$ cat config.mk
export PLATFORM = sky130hd
export DESIGN_NAME = dsl_front
export DESIGN_NICKNAME = d
export VERILOG_FILES = /design/src/pkg/dsl_pkg.sv /design/src/rtl/dsl_fifo.sv /design/src/rtl/dsl_front.sv
export SDC_FILE = /design/constraint.sdc
export NUM_CORES = 1
export LEC_CHECK = 0
export ABC_CLOCK_PERIOD_IN_PS = 4080
export BUFFER_PORTS_ARGS = -buffer_cell sky130_fd_sc_hd__buf_2
export CORE_MARGIN = 5
export CORE_UTILIZATION = 59
export CTS_CLUSTER_SIZE = 24
export DETAILED_ROUTE_END_ITERATION = 10
export PLACE_DENSITY = 0.77
export SLEW_MARGIN = 20
export SYNTH_ARGS = -nofsm -noshare
export SYNTH_HDL_FRONTEND = slang
export SYNTH_SLANG_ARGS = --single-unit
$ cat constraint.sdc
create_clock -name core_clk_i -period 4.08 [get_ports core_clk_i]
set_clock_uncertainty 0.05 [all_clocks]
set_input_delay 0.408 -clock core_clk_i [delete_from_list [all_inputs] [get_ports core_clk_i]]
set_output_delay 0.408 -clock core_clk_i [all_outputs]
set_load 0.02 [all_outputs]
$ cat src/pkg/dsl_pkg.sv
// Shared constants for the sample latch and sleep front end
package dsl_pkg;
  localparam int SAMPLE_W = 12;
  localparam int CODE_MAX = 4095;
  localparam int CODE_SPAN = 4096;
  localparam int FIFO_DEPTH = 16;
  localparam int MAX_RATE_MSPS = 125;
  localparam int CLK_RATE_MHZ = 20;
  localparam logic [11:0] CODE_ZERO = 12'h000;
  localparam logic [11:0] CODE_FULL = 12'hFFF;
  localparam logic SLEEP_DEFAULT = 1'b0;
endpackage

$ cat src/rtl/dsl_fifo.sv
// Parameterised flip-flop FIFO with valid/ready on both sides
`timescale 1ns/10ps
`default_nettype none
module dsl_fifo #(
  parameter int WIDTH = 12,
  parameter int DEPTH = 16
) (
  // Clock, reset and enable
  input wire logic core_clk_i,
  input wire logic rst_i,
  input wire logic ce_i,
  // Fill side
  input wire logic in_valid_i,
  output logic in_ready_o,
  input wire logic [WIDTH-1:0] in_data_i,
  // Drain side
  output logic out_valid_o,
  input wire logic out_ready_i,
  output logic [WIDTH-1:0] out_data_o
);
  localparam int AW = $clog2(DEPTH);

  initial begin
    if (DEPTH < 2 || (1 << AW) != DEPTH || WIDTH < 1) begin
      $error("dsl_fifo: DEPTH must be a power of two of at least 2");
    end
  end

  logic [WIDTH-1:0] mem_r [DEPTH];
  logic [WIDTH-1:0] mem_nxt [DEPTH];
  logic [AW-1:0] wp_r, wp_nxt, rp_r, rp_nxt;
  logic [AW:0] cnt_r, cnt_nxt;
  logic push, pop;

  // Honest flags from the occupancy count
  assign in_ready_o = (cnt_r != (AW+1)'(DEPTH));
  assign out_valid_o = (cnt_r != '0);
  assign out_data_o = mem_r[rp_r];
  assign push = in_valid_i && in_ready_o;
  assign pop = out_valid_o && out_ready_i;

  // Next pointers, count and storage
  always_comb begin
    mem_nxt = mem_r;
    wp_nxt = wp_r;
    rp_nxt = rp_r;
    cnt_nxt = cnt_r;
    if (push) begin
      mem_nxt[wp_r] = in_data_i;
      wp_nxt = wp_r + 1'b1;
    end
    if (pop) begin
      rp_nxt = rp_r + 1'b1;
    end
    if (push && !pop) begin
      cnt_nxt = cnt_r + 1'b1;
    end else if (pop && !push) begin
      cnt_nxt = cnt_r - 1'b1;
    end
  end

  // Storage is not reset; the count guards against stale words
  always_ff @(posedge core_clk_i) begin
    if (rst_i) begin
      wp_r <= '0;
      rp_r <= '0;
      cnt_r <= '0;
    end else if (ce_i) begin
      wp_r <= wp_nxt;
      rp_r <= rp_nxt;
      cnt_r <= cnt_nxt;
    end
  end

  always_ff @(posedge core_clk_i) begin
    if (ce_i) begin
      mem_r <= mem_nxt;
    end
  end
endmodule
`default_nettype wire

$ cat src/rtl/dsl_front.sv
// Sample word capture, code update and sleep control of the converter front end
`timescale 1ns/10ps
`default_nettype none
module dsl_front #(
  parameter int WIDTH = dsl_pkg::SAMPLE_W,
  parameter int DEPTH = dsl_pkg::FIFO_DEPTH
) (
  // Clock, reset and enable
  input wire logic core_clk_i,
  input wire logic rst_i,
  input wire logic ce_i,
  // Sample source
  input wire logic sample_valid_i,
  output logic sample_ready_o,
  input wire logic [WIDTH-1:0] sample_word_i,
  // Sleep control, with driven flag modelling the pull-down
  input wire logic sleep_i,
  input wire logic sleep_driven_i,
  // Converter output codes
  output logic [WIDTH-1:0] current_out_true_o,
  output logic [WIDTH-1:0] current_out_comp_o,
  output logic outputs_on_o,
  output logic update_o
);
  initial begin
    if (WIDTH != dsl_pkg::SAMPLE_W || DEPTH < 2) begin
      $error("dsl_front: WIDTH must be 12 and DEPTH at least 2");
    end
  end

  // Complement code for the complement output only
  function automatic logic [WIDTH-1:0] comp_code(input logic [WIDTH-1:0] c);
    comp_code = ~c;
  endfunction

  logic fifo_valid;
  logic fifo_ready;
  logic [WIDTH-1:0] fifo_data;
  logic sleep_lvl;
  logic [WIDTH-1:0] held_r, held_nxt;
  logic upd_r, upd_nxt;

  // Buffer between the source and the latch; absorbs bursts
  dsl_fifo #(
    .WIDTH(WIDTH),
    .DEPTH(DEPTH)
  ) u_fifo (
    .core_clk_i(core_clk_i),
    .rst_i(rst_i),
    .ce_i(ce_i),
    .in_valid_i(sample_valid_i),
    .in_ready_o(sample_ready_o),
    .in_data_i(sample_word_i),
    .out_valid_o(fifo_valid),
    .out_ready_i(fifo_ready),
    .out_data_o(fifo_data)
  );

  // Floating sleep pin resolves low, like the pull-down
  assign sleep_lvl = sleep_driven_i ? sleep_i : dsl_pkg::SLEEP_DEFAULT;

  // Drain stalls in sleep so queued samples are kept, not lost
  assign fifo_ready = !sleep_lvl;

  // Next held word: one word per rising edge, straight binary
  always_comb begin
    held_nxt = held_r;
    upd_nxt = 1'b0;
    if (fifo_valid && fifo_ready) begin
      held_nxt = fifo_data;
      upd_nxt = 1'b1;
    end
  end

  // Held register is the slave stage; the FIFO head is the master
  // One word per edge at any clock rate or duty cycle; timing limits are electrical
  always_ff @(posedge core_clk_i) begin
    if (rst_i) begin
      held_r <= dsl_pkg::CODE_ZERO;
      upd_r <= 1'b0;
    end else if (ce_i) begin
      held_r <= held_nxt;
      upd_r <= upd_nxt;
    end
  end

  // Sleep gates outputs without the clock, so power-down is immediate
  always_comb begin
    if (sleep_lvl) begin
      current_out_true_o = dsl_pkg::CODE_ZERO;
      current_out_comp_o = dsl_pkg::CODE_ZERO;
      outputs_on_o = 1'b0;
    end else begin
      current_out_true_o = held_r;
      current_out_comp_o = comp_code(held_r);
      outputs_on_o = 1'b1;
    end
  end

  assign update_o = upd_r;
endmodule
`default_nettype wire

==> summary.txt <==
Clocking
  – Max clock buf depth: 3
  – Clk Latency, worst-skew pair: roughly 0.49 ns
  – Cts hold-fix bufs: 0
  – CTS tree: done
  – Setup Fix Bufs, Post-CTS: 0
  – CTS sink count: approximately 220
  – Total CTS buffers: 22
  – Root Buffer: clkbuf_16
  – H-tree Lvls: 1
  – Clock slew at reported path FFs: roughly 0.060 ns
  – Post-CTS Resized: 0

Hold path
  – Hold path cells: 3
  – Hold path start: ce_i
  – Min-Delay Path Class: input port to register
  – Worst Hold End: u_fifo.cnt_r[3]$_SDFFE_PP0P_

Placed design
  – GP Congestion: between 0.8 and 0.9
  – Post-detail-place hpwl: about 12000 um
  – Placement-stage cell area: roughly 9200 um^2
  – Port Buffers: 44

Run
  – Maxcap violations: 0

Layout
  – Area Growth Syn to Fin: 13.15%
  – Share of cells above drive strength 1: 0.2372
  – Nets: 600
  – Design area: around 9900 um^2
  – Multi-input gate area: ~2300 um^2
  – Post-route core utilization: 0.6814
  – Fill cells: 967
  – Register Area: between 6000 and 7000 um^2
  – Antenna diodes: 0

STA
  – Sum Neg Setup Slack: 0 ns
  – Final Slew Violations: 0
  – RSZ-0062 raised after global routing: no
  – Final period utilization: 0.8309
  – Max_slew headroom: 0.3155
  – Worst Tran Pin Value: about 1 ns
  – FMAX: a little under 300 MHz
  – Minimum clock period: 3.390 ns
  – Final hold violations: 0
  – Final setup vio count: 0

Synth
  – Synthesized Nets: 542
  – Post-synth top area cell: edfxtp_1
  – Synth Register Bits: 218
  – Netlist Area Pre-Place: 8752 um^2
  – Sequential share of the synthesized area: 0.7182
  – Synth top area cells: edfxtp_1 66%, mux4_2 6.2%, dfxtp_1 5.9%
  – Post-synthesis average cell area: about 17 um^2
  – Yosys cell types: 39
  – Yosys warning total: 0
  – Post-synth top area share: 0.6588
  – Syn Inst Count: about 510

Power and ir drop
  – PD cells: about 550 nW/um^2
  – Sw frac: 0.2631
  – Internal power: 3.997 mW
  – Clock network fraction of design power: 0.343
  – Worst IR drop on VDD: 0.3490 mV
  – Total Power: 5.425 mW
  – Sequential share of power: 0.485
  – Switching power: between 1 and 1.5 mW
  – Proportion of power drawn by combinational gates: 0.172
  – Leak: approximately 3.2 nW

Floorplan
  – Core ar.: about 15000 um^2
  – Die Span X: around 130 um
  – Starting density of the core: 0.6022
  – Die area: around 17000 um^2
  – Io pins: between 40 and 50
  – Die height: ~130 um
  – Row count: 44

Setup path
  – Nature of the critical path endpoint: register
  – R2r setup slk: 0.69 ns
  – Reg2reg path depth: 10
  – Worst EP arrival: roughly 3.7 ns
  – WP data required: about 4.4 ns
  – Max FO, Critical Path: 8
  – Worst r2r dst: u_fifo.cnt_r[4]$_SDFFE_PP0P_
  – Worst setup SP type: register
  – Worst Setup Path Type: register to register
  – R2r startpoint: u_fifo.cnt_r[0]$_SDFFE_PP0P_

Drt
  – DRC errors left: 0
  – Wire length per cell: 25.17 um
  – Antenna Nets Post-Route: 0
  – Iter 0 DRT Violations: about 410
  – Post-DR vias/cell: between 6 and 7
  – Final WL: slightly below 20000 um
  – DRT Pass-1 Iters: 5
  – Via count: around 4.8k

Global routing
  – Largest net degree at the start of global routing: 31
  – Vias in the first global route: between 5k and 6k
  – First-pass GRT wire length: about 30000 um
  – Initial antenna violation count: 0
  – Total gr overflow: 0
  – Global Route Usage Sum: 0.2242

Outcome
  – Status: finished, final reports clean
## worst max-delay path, cell delays in order (launching register included)
cell and delay (ns):
dfxtp_1 0.36, or4_1 0.68, or2_2 0.34, and2_1 0.16, ha_1 0.19, inv_1 0.18, ha_1 0.32, a21o_1 0.20
a21oi_1 0.21, mux2i_1 0.23, mux2_2 0.35
## kinds of logic (layout without fill, tap and decap cells)
| group | count (synthesis) | in the layout | synth area share |
|---|---|---|---|
| fa+ha+maj | 10 | 10 | 0.01515 |
| simple gates | 99 | 99 | 0.05175 |
| buf+inv | 38 | 110 | 0.02116 |
| mux | 77 | 77 | 0.1225 |
| flops | 218 | 218 | 0.7182 |
| xor+xnor | 9 | 9 | 0.009006 |
| compound gates | 63 | 63 | 0.06219 |
## cell usage in the layout, fill, tap and decap left out, types with 18 or more instances in the layout
cell type and instances:
buf_2 44, mux2i_1 52, o22ai_1 24, clkbuf_16 23
nor2_1 51, buf_4 21, dfxtp_1 24, edfxtp_1 192
mux4_2 24, nand2_1 18
## through the flow
stage	setup slack, ns	cells	hold slack (ns)
5_1_grt	0.5860	770	0.2299
3_5_place_dp	0.7690	732	0.4345
6_report	0.6897	770	0.2300
4_1_cts	0.7157	770	0.2133
3_3_place_gp	0.9254	732	0.4140
2_1_floorplan	0.9529	514	0.4403
## synth_stat cells
cell / instances
a21oi_1: 3
nor3_1: 4
nor2b_1: 1
a311oi_2: 12
inv_1: 6
nand3b_1: 2
or3b_2: 3
o21ai_0: 1
o211a_1: 1
dfxtp_1: 26
o41ai_1: 1
mux2i_1: 52
fa_1: 1
clkbuf_1: 14
buf_6: 3
nand2b_1: 2
nand2_1: 18
and3_1: 2
edfxtp_1: 192
o2111ai_1: 2
or2_2: 1
and2_1: 14
mux2_2: 1
or4_1: 1
buf_1: 1
xor2_1: 5
buf_4: 1
a21boi_0: 1
o211ai_1: 2
o22ai_1: 24
nor2_1: 51
buf_2: 13
xnor2_1: 4
mux4_2: 24
o21a_1: 1
a211oi_1: 1
ha_1: 9
a311oi_1: 12
a21o_1: 2
## sequential cells by signal (all words and copies together) (netlist names)
name and count:
update_o 1, u_fifo.cnt_r 5, u_fifo.mem_r 192, u_fifo.wp_r 4, u_fifo.rp_r 4, held_r 12
## layout make-up
type | count | area share
repair buffers | 66 | 0.04018
multi-input cells | 258 | 0.2323
clock inverters | 10 | 0.006696
clock buffers | 28 | 0.06001
inverters | 6 | 0.002274
well taps | 184 | 0.02325
flip-flops and latches | 218 | 0.6352
## worst max-delay path by stage
stage	from	cells after the start	end
2_1_floorplan	u_fifo.cnt_r[0]$_SDFFE_PP0P_	11	u_fifo.cnt_r[4]$_SDFFE_PP0P_
3_3_place_gp	u_fifo.cnt_r[0]$_SDFFE_PP0P_	10	u_fifo.cnt_r[4]$_SDFFE_PP0P_
3_5_place_dp	u_fifo.cnt_r[0]$_SDFFE_PP0P_	10	u_fifo.cnt_r[4]$_SDFFE_PP0P_
4_1_cts	u_fifo.cnt_r[0]$_SDFFE_PP0P_	10	u_fifo.cnt_r[4]$_SDFFE_PP0P_
5_1_grt	u_fifo.cnt_r[0]$_SDFFE_PP0P_	10	u_fifo.cnt_r[4]$_SDFFE_PP0P_
6_report	u_fifo.cnt_r[0]$_SDFFE_PP0P_	10	u_fifo.cnt_r[4]$_SDFFE_PP0P_
## metal layers
| metal | GRT usage | routed length (um) | up-vias |
|---|---|---|---|
| li1 | - | - | 2127 |
| met1 | 0.2851 | 7589 | 2430 |
| met2 | 0.3852 | 9943 | 197 |
| met3 | 0.04389 | 1289 | 44 |
| met4 | 0.08343 | 562 | 0 |
| met5 | 0 | 0 | - |
## power by group through the flow
stage | logic (mW) | clock network [mW] | registers [mW]
2_1_floorplan | 0.714 | 0 | 2.61
3_3_place_gp | 0.888 | 0 | 2.67
3_5_place_dp | 0.916 | 0 | 2.68
4_1_cts | 0.938 | 1.88 | 2.63
5_1_grt | 1.01 | 1.98 | 2.65
6_report | 0.933 | 1.86 | 2.63
Power figures use the tool's default switching activity.
